`config.mk`:
```
export PLATFORM = sky130hd
export DESIGN_NAME = standby_keepalive_gating
export DESIGN_NICKNAME = d
export VERILOG_FILES = /design/src/rtl/standby_keepalive_pkg.sv /design/src/rtl/standby_keepalive_gating.sv
export SDC_FILE = /design/constraint.sdc
export NUM_CORES = 1
export LEC_CHECK = 0
export BUFFER_PORTS_ARGS = -buffer_cell sky130_fd_sc_hd__buf_4
export CAP_MARGIN = 20
export CORE_UTILIZATION = 30
export DETAILED_ROUTE_END_ITERATION = 8
export SYNTH_ARGS = -nofsm -noshare
export SYNTH_HDL_FRONTEND = slang
export SYNTH_SLANG_ARGS = --single-unit
```
`constraint.sdc`:
```
create_clock -name core_clk -period 19.8 [get_ports core_clk]
set_input_delay 0.99 -clock core_clk [delete_from_list [all_inputs] [get_ports core_clk]]
set_output_delay 0.99 -clock core_clk [all_outputs]
set_load 0.005 [all_outputs]
```
`src/rtl/standby_keepalive_pkg.sv`:
```
// Constants and carrier types for the standby keep-alive gating block
package standby_keepalive_pkg;

  // ****************************************************************
  // Sizes
  // ****************************************************************
  localparam int ADDR_W = 12;
  localparam int NUM_CH = 16;
  localparam int NUM_SETUP = 8;
  localparam int SETUP_W = 3;
  localparam int NUM_GPO = 4;
  localparam int NUM_PIN = 8;
  localparam int BURN_W = 2;
  localparam int EXC_W = 3;
  localparam int PINSEL_W = 4;
  localparam int CTRL_W = 16;

  // ****************************************************************
  // Register map
  // ****************************************************************
  localparam logic [ADDR_W-1:0] CTRL_OFFSET = 12'h000;
  localparam logic [ADDR_W-1:0] STATUS_OFFSET = 12'h004;
  localparam logic [CTRL_W-1:0] CTRL_RESET = 16'h0000;
  localparam logic [CTRL_W-1:0] CTRL_WMASK = 16'h00EE;

  // Control word bit positions
  localparam int KEEP_DIAG_BIT = 7;
  localparam int KEEP_GPO_BIT = 6;
  localparam int KEEP_SW_BIT = 5;
  localparam int KEEP_BIAS_BIT = 3;
  localparam int KEEP_EXC_BIT = 2;
  localparam int KEEP_BURN_BIT = 1;

  // Status word bit positions
  localparam int ST_STANDBY_BIT = 0;
  localparam int ST_DIAG_BIT = 1;
  localparam int ST_OSC_BIT = 2;
  localparam int ST_SW_BIT = 3;
  localparam int ST_BIAS_BIT = 4;
  localparam int ST_EXC_BIT = 5;
  localparam int ST_BURN_BIT = 6;
  localparam int ST_GPO_BIT = 7;

  localparam logic [1:0] RESP_OKAY = 2'h0;
  localparam logic [1:0] RESP_SLVERR = 2'h2;

  // ****************************************************************
  // Carriers
  // ****************************************************************
  typedef struct packed {
    logic awvalid;
    logic [ADDR_W-1:0] awaddr;
    logic [2:0] awprot;
    logic wvalid;
    logic [31:0] wdata;
    logic [3:0] wstrb;
    logic bready;
    logic arvalid;
    logic [ADDR_W-1:0] araddr;
    logic [2:0] arprot;
    logic rready;
  } axil_req_t;

  typedef struct packed {
    logic awready;
    logic wready;
    logic bvalid;
    logic [1:0] bresp;
    logic arready;
    logic rvalid;
    logic [31:0] rdata;
    logic [1:0] rresp;
  } axil_rsp_t;

  typedef struct packed {
    logic diag_enabled;
    logic voltage_monitor_enabled;
    logic internal_osc_selected;
    logic [NUM_GPO-1:0] gpo_enabled;
    logic [NUM_PIN-1:0] bias_pin_enable;
    logic [NUM_CH-1:0][SETUP_W-1:0] chan_setup;
    logic [NUM_CH-1:0] channel_switch_setting;
    logic [NUM_CH-1:0][PINSEL_W-1:0] excitation_a_pin_select;
    logic [NUM_CH-1:0][PINSEL_W-1:0] excitation_b_pin_select;
    logic [NUM_SETUP-1:0][BURN_W-1:0] setup_burnout;
    logic [NUM_SETUP-1:0][EXC_W-1:0] setup_excitation_a_value;
    logic [NUM_SETUP-1:0][EXC_W-1:0] setup_excitation_b_value;
  } normal_cfg_t;

  typedef struct packed {
    logic diag_run;
    logic osc_keep;
    logic [NUM_GPO-1:0] gpo_drive_en;
    logic [NUM_PIN-1:0] bias_pin_drive;
    logic [NUM_CH-1:0] chan_switch_close;
    logic [NUM_CH-1:0][BURN_W-1:0] chan_burnout;
    logic [NUM_CH-1:0][EXC_W-1:0] chan_exc_a_value;
    logic [NUM_CH-1:0][EXC_W-1:0] chan_exc_b_value;
    logic [NUM_CH-1:0][PINSEL_W-1:0] chan_exc_a_pin;
    logic [NUM_CH-1:0][PINSEL_W-1:0] chan_exc_b_pin;
  } aux_power_t;

  typedef struct packed {
    logic [CTRL_W-1:0] ctrl;
    logic aw_got;
    logic [ADDR_W-1:0] aw_addr;
    logic w_got;
    logic [CTRL_W-1:0] w_data;
    logic [1:0] w_strb;
    logic bvalid;
    logic [1:0] bresp;
    logic rvalid;
    logic [31:0] rdata;
    logic [1:0] rresp;
    aux_power_t aux;
  } state_t;

endpackage : standby_keepalive_pkg

```
`src/rtl/standby_keepalive_gating.sv`:
```
// Standby keep-alive gating of auxiliary sensor functions with AXI4-Lite registers
// Behaviour
// Diagnostics keep bit clear: diagnostics off in standby; set: enabled diagnostics stay
// Bit 6 set keeps enabled outputs alive in standby; clear disables them
// Bit 5 clear: low-side power switch disabled in standby
// Bit 5 set: per-channel switch setting decides the switch in standby
// Bit 1 clear: open-wire current sources off in standby
// Bit 1 set: each setup's open-wire setting decides current in standby
// Bit 3 clear: bias voltage generator disabled in standby
// Bit 3 set: per-pin bias enables choose which pins keep bias
// Bit 2 clear: excitation current sources disabled in standby
// Bit 2 set: setup excitation fields decide excitation in standby
// Kept excitation still routed to the per-channel selected pins in standby
// Diagnostics keep bit at bit 7, resets to zero, read/write
// Kept diagnostics hold oscillator alive if voltage monitor and internal clock
// Leaving standby restores every function to its normal settings
// All keep bits reset to zero, forcing functions off in standby
`timescale 1ns/1ps
`default_nettype none

module standby_keepalive_gating
  import standby_keepalive_pkg::*;
(
  input wire logic core_clk,
  input wire logic reset,
  input wire logic ce,
  input wire axil_req_t axi_req,
  output axil_rsp_t axi_rsp,
  input wire logic in_standby,
  input wire normal_cfg_t cfg,
  output aux_power_t aux
);

  // ****************************************************************
  // State
  // ****************************************************************
  state_t st_r;
  state_t st_nxt;
  logic aw_take;
  logic w_take;
  logic ar_take;

  assign axi_rsp.awready = ce & ~st_r.aw_got & ~st_r.bvalid;
  assign axi_rsp.wready = ce & ~st_r.w_got & ~st_r.bvalid;
  assign axi_rsp.arready = ce & ~st_r.rvalid;
  assign axi_rsp.bvalid = st_r.bvalid;
  assign axi_rsp.bresp = st_r.bresp;
  assign axi_rsp.rvalid = st_r.rvalid;
  assign axi_rsp.rdata = st_r.rdata;
  assign axi_rsp.rresp = st_r.rresp;
  assign aux = st_r.aux;

  assign aw_take = axi_req.awvalid & axi_rsp.awready;
  assign w_take = axi_req.wvalid & axi_rsp.wready;
  assign ar_take = axi_req.arvalid & axi_rsp.arready;

  // ****************************************************************
  // Next state
  // ****************************************************************
  always_comb begin
    logic [SETUP_W-1:0] sel;
    logic [CTRL_W-1:0] lane;
    logic [31:0] status;
    logic awake;
    logic pass_diag;
    logic pass_gpo;
    logic pass_sw;
    logic pass_bias;
    logic pass_exc;
    logic pass_burn;
    sel = '0;
    lane = '0;
    status = '0;
    st_nxt = st_r;
    awake = ~in_standby;
    // Keep bits, awake passes everything
    pass_diag = awake | st_r.ctrl[KEEP_DIAG_BIT];
    pass_gpo = awake | st_r.ctrl[KEEP_GPO_BIT];
    pass_sw = awake | st_r.ctrl[KEEP_SW_BIT];
    pass_bias = awake | st_r.ctrl[KEEP_BIAS_BIT];
    pass_exc = awake | st_r.ctrl[KEEP_EXC_BIT];
    pass_burn = awake | st_r.ctrl[KEEP_BURN_BIT];

    // Write channel capture
    if (aw_take) begin
      st_nxt.aw_got = 1'b1;
      st_nxt.aw_addr = axi_req.awaddr;
    end
    if (w_take) begin
      st_nxt.w_got = 1'b1;
      st_nxt.w_data = axi_req.wdata[CTRL_W-1:0];
      st_nxt.w_strb = axi_req.wstrb[1:0];
    end
    // Control word write
    if (ce && st_r.aw_got && st_r.w_got && !st_r.bvalid) begin
      st_nxt.aw_got = 1'b0;
      st_nxt.w_got = 1'b0;
      st_nxt.bvalid = 1'b1;
      st_nxt.bresp = RESP_OKAY;
      lane = {{8{st_r.w_strb[1]}}, {8{st_r.w_strb[0]}}} & CTRL_WMASK;
      if (st_r.aw_addr[ADDR_W-1:2] == CTRL_OFFSET[ADDR_W-1:2]) begin
        st_nxt.ctrl = (st_r.ctrl & ~lane) | (st_r.w_data & lane);
      end else if (st_r.aw_addr[ADDR_W-1:2] != STATUS_OFFSET[ADDR_W-1:2]) begin
        st_nxt.bresp = RESP_SLVERR;
      end
    end
    if (ce && st_r.bvalid && axi_req.bready) begin
      st_nxt.bvalid = 1'b0;
    end

    // Status word from the standby input and gated outputs
    status[ST_STANDBY_BIT] = in_standby;
    status[ST_DIAG_BIT] = st_r.aux.diag_run;
    status[ST_OSC_BIT] = st_r.aux.osc_keep;
    status[ST_SW_BIT] = |st_r.aux.chan_switch_close;
    status[ST_BIAS_BIT] = |st_r.aux.bias_pin_drive;
    status[ST_EXC_BIT] = |{st_r.aux.chan_exc_a_value, st_r.aux.chan_exc_b_value};
    status[ST_BURN_BIT] = |st_r.aux.chan_burnout;
    status[ST_GPO_BIT] = |st_r.aux.gpo_drive_en;

    // Read channel
    if (ar_take) begin
      st_nxt.rvalid = 1'b1;
      st_nxt.rresp = RESP_OKAY;
      st_nxt.rdata = '0;
      if (axi_req.araddr[ADDR_W-1:2] == CTRL_OFFSET[ADDR_W-1:2]) begin
        st_nxt.rdata = {16'h0000, st_r.ctrl};
      end else if (axi_req.araddr[ADDR_W-1:2] == STATUS_OFFSET[ADDR_W-1:2]) begin
        st_nxt.rdata = status;
      end else begin
        st_nxt.rresp = RESP_SLVERR;
      end
    end
    if (ce && st_r.rvalid && axi_req.rready) begin
      st_nxt.rvalid = 1'b0;
    end

    // Diagnostics gating
    st_nxt.aux.diag_run = cfg.diag_enabled & pass_diag;
    // Oscillator hold request
    st_nxt.aux.osc_keep = in_standby & st_r.ctrl[KEEP_DIAG_BIT]
                          & cfg.voltage_monitor_enabled & cfg.internal_osc_selected;
    // Output gating
    st_nxt.aux.gpo_drive_en = cfg.gpo_enabled & {NUM_GPO{pass_gpo}};
    // Bias pin gating
    st_nxt.aux.bias_pin_drive = cfg.bias_pin_enable & {NUM_PIN{pass_bias}};
    // Per-channel gating follows settings when awake
    for (int c = 0; c < NUM_CH; c++) begin
      sel = cfg.chan_setup[c];
      // Power switch per channel
      st_nxt.aux.chan_switch_close[c] = cfg.channel_switch_setting[c] & pass_sw;
      // Open-wire current per setup
      st_nxt.aux.chan_burnout[c] = pass_burn ? cfg.setup_burnout[sel] : '0;
      // Excitation magnitude per setup
      st_nxt.aux.chan_exc_a_value[c] = pass_exc ? cfg.setup_excitation_a_value[sel] : '0;
      st_nxt.aux.chan_exc_b_value[c] = pass_exc ? cfg.setup_excitation_b_value[sel] : '0;
      // Excitation routing
      st_nxt.aux.chan_exc_a_pin[c] = pass_exc ? cfg.excitation_a_pin_select[c] : '0;
      st_nxt.aux.chan_exc_b_pin[c] = pass_exc ? cfg.excitation_b_pin_select[c] : '0;
    end
  end

  // ****************************************************************
  // Registers
  // ****************************************************************
  // Keep bits cleared by reset
  always_ff @(posedge core_clk or posedge reset) begin
    if (reset) begin
      st_r <= '0;
    end else if (ce) begin
      st_r <= st_nxt;
    end
  end
endmodule : standby_keepalive_gating

`default_nettype wire

```
==> metrics.md <==
| Metric | Value |
|---|---|
| Flop and latch count out of synthesis | `323` |
| Warnings from Yosys | `0` |
| Reg-to-reg endpoint | `axi_rsp[7]` |
| Core Box Area | `74700 um2` |
| Initial Util | `30.4%` |
| Crit Path Class | `primary input to output port` |
| Detail Placement HPWL | `65500 um` |
| Number of distinct library cells after synthesis | `39` |
| Longest Clk Path Bufs | `3` |
| Antenna Nets Post-Route | `0` |
| Number of max-cap violations | `0` |
| Register-to-Register Path Depth | `4` |
| Hold Vio Cnt, Final | `0` |
| Total wire length | `89100 um` |
| Setup crit end kind | `output port` |
| CTS tree | `built` |
| Hold Crit Endpoint | `axi_rsp[1]` |
| Status | `complete, no violations` |
| Slew @ Worst Pin | `1.13 ns` |
| Row count | `100` |
| Die Ht | `277 um` |
| Synth Flop Type | `dfrtp_1` |
| Initial DRC Count | `1670` |
| Chain of cells forming the critical path | `buf_8 -> nand2b_1 -> nor2_1 -> buf_4` |
| Register area share after synthesis | `35.6%` |
| Synth-to-Final Area Change | `17.8%` |
| TNS Setup | `0 ns` |
| Grt ovf | `0` |
| Hold Startpoint | `axi_rsp[1]` |
| Worst-path clk slew | `0.06 ns` |
| First-pass GRT wire length | `128000 um` |
| CTS hold repair buffers | `0` |
| Pwr/cell area | `77.8 nW/um2` |
| Initial antenna violation count | `14` |
| Vias in the first global route | `17633` |
| Slowest stage cell on the critical path | `buf_8` |
| Max-slew violations | `0` |
| Drt first pass iters | `5` |
| Final Skew | `0.0337 ns` |
| WHS Path Cells | `2` |
| Fin util | `35.8%` |
| Tcrit/Tclk final | `15.9%` |
| Post-Synthesis Cells | `2112` |
| Total CTS buffers | `40` |
| Total number of vias | `17655` |
| Die X | `277 um` |
| Clk Latency, worst-skew pair | `0.57 ns` |
| H-tree depth | `2` |
| WP data arrival | `2.15 ns` |
| Setup bufs post-CTS | `0` |
| Root buf cell | `clkbuf_16` |
| LEAKAGE | `12.0 nW` |
| GRT Overall Usage | `22.7%` |
| PostCTS Resize Cnt | `0` |
| Gp weighted congestion | `0.905` |
| R2r setup slk | `17.26 ns` |
| Die area | `76800 um2` |
| EDFF count, synth | `0` |
| Async S/R FF share, synth | `100%` |
| Post-DR wirelength/cell | `27.3 um` |
| # IOs | `673` |
| Synth Cell Area | `22700 um2` |
| Max transition margin | `24.7%` |
| Syn_area_per_cell | `10.8 um2` |
| Port Buffers | `607` |
| Fraction of layout instances using a drive strength above 1 | `42.3%` |
| Clock sinks | `323` |
| Drt drc | `0` |
| Minimum clock period | `3.14 ns` |
| Hold_ws | `0.486 ns` |
| Nets@finish | `2606` |
| Worst reg2reg startpoint | `aux[185]` |
| VDD IR max | `43.3 uV` |
| Startpoint types | `primary input` |
| Final setup violation count | `0` |
| Largest net degree at the start of global routing | `168` |
| Fillers | `7422` |
| Upper clock frequency limit | `0.318 GHz` |
| WP data required | `18.81 ns` |
| Delay of the slowest cell on the worst path | `0.53 ns` |
| Worst hold path type | `register to register` |
| Crit path max fanout | `115` |
| Vias per cell | `5.41` |
| RSZ-0062 raised after global routing | `no` |
==> logic make-up (layout without fill, tap and decap cells) <==
kind of cell           after synthesis  after routing  share of synthesized area (%)
AND/OR/NAND/NOR                    248            248                           5.04
AO/OA/AOI/OAI                      306            306                           7.73
multiplexers                       411            411                           32.5
buffers and inverters              823            969                           19.2
other                                1             36                         0.0165
flip-flops                         323            323                           35.6
==> worst max path at each step <==
stage / startpoint / end / slack (ns)
3_5_place_dp: ce / aux[21] / 16.46
6_report: ce / axi_rsp[39] / 16.66
2_1_floorplan: reset / async pin / 9.87
4_1_cts: ce / axi_rsp[39] / 16.64
5_1_grt: ce / axi_rsp[39] / 16.53
3_3_place_gp: axi_req[6] / axi_rsp[8] / 16.46
==> registers in the layout, indices dropped and copies added, names as in the netlist, named ones only <==
register / count
axi_rsp: 12
aux: 286
st_r: 19
==> cell type report <==
cell class | count | area [um2] | share of cell area, %
flip-flops and latches | 323 | 8080 | 30.2
clock inverters | 10 | 161 | 0.603
diodes | 10 | 25.0 | 0.0935
multi-input cells | 991 | 10400 | 38.8
well taps | 969 | 1210 | 4.53
repair buffers | 616 | 4640 | 17.4
inverters | 288 | 1090 | 4.07
clock buffers | 55 | 1150 | 4.30
==> per-stage QoR <==
stage               worst slack [ns]  instance area (um2)  total power, W  instances
floorplan                       9.87                22800         0.00115       2137
global placement               16.46                25400         0.00133       3187
detailed placement             16.46                25400         0.00134       3187
CTS                            16.64                26700         0.00210       3252
global route                   16.53                26800         0.00218       3262
finish                         16.66                26800         0.00208       3262
==> cell usage in the layout, fill, tap and decap left out, types with 5 or more instances in the layout <==
cell | Yosys | layout
inv_1 | 288 | 287
mux4_2 | 256 | 256
nand3_1 | 5 | 5
o21ai_0 | 146 | 146
nand2_1 | 170 | 170
o22ai_1 | 140 | 140
clkbuf_8 | 0 | 5
diode_2 | 0 | 10
conb_1 | 1 | 26
mux2_4 | 6 | 6
nor4_1 | 34 | 34
mux2i_1 | 131 | 131
buf_4 | 324 | 614
mux2_2 | 18 | 18
clkbuf_1 | 143 | 8
dfrtp_1 | 323 | 323
nor2_1 | 12 | 12
clkbuf_16 | 0 | 42
nand4_1 | 11 | 11
clkinv_2 | 0 | 5
==> critical path, delay by kind of cell <==
| family | cells | cell delay (ns) |
|---|---|---|
| buf+inv | 2 | 0.70 |
| simple gates | 2 | 0.43 |
==> synth_stat cells (all sizes together) (2+ instances only) <==
library cell | n | area share, %
nand4 | 11 | 0.30
buf | 392 | 12
nand3 | 5 | 0.11
mux4 | 256 | 25
nor3 | 3 | 0.066
o21a | 4 | 0.13
a22o | 2 | 0.077
mux2 | 24 | 1.3
inv | 288 | 4.8
o211ai | 2 | 0.066
clkbuf | 143 | 2.4
nor2 | 12 | 0.20
dfrtp | 323 | 36
nand2 | 170 | 2.8
nor4 | 36 | 1.1
o31ai | 2 | 0.11
o22ai | 140 | 3.9
and2 | 2 | 0.055
nor4b | 3 | 0.18
mux2i | 131 | 5.8
o21ai | 153 | 3.4
==> power by group <==
group | internal [W] | leakage [nW] | switching (W) | total (W)
Sequential | 0.000737 | 4.18 | 0.0000647 | 0.000802
Combinational | 0.000264 | 7.20 | 0.000262 | 0.000526
Clock | 0.000455 | 0.646 | 0.000300 | 0.000755
Total | 0.00146 | 12.0 | 0.000626 | 0.00208
==> routing by layer <==
layer | up-vias | track usage, % | routed length [um]
li1 | 7391 | - | -
met1 | 8958 | 26.1 | 31400
met2 | 1130 | 40.4 | 46300
met3 | 176 | 5.45 | 7990
met4 | 0 | 8.86 | 3370
met5 | - | 0 | 0
Note: power is estimated with default switching activity, not from simulation.
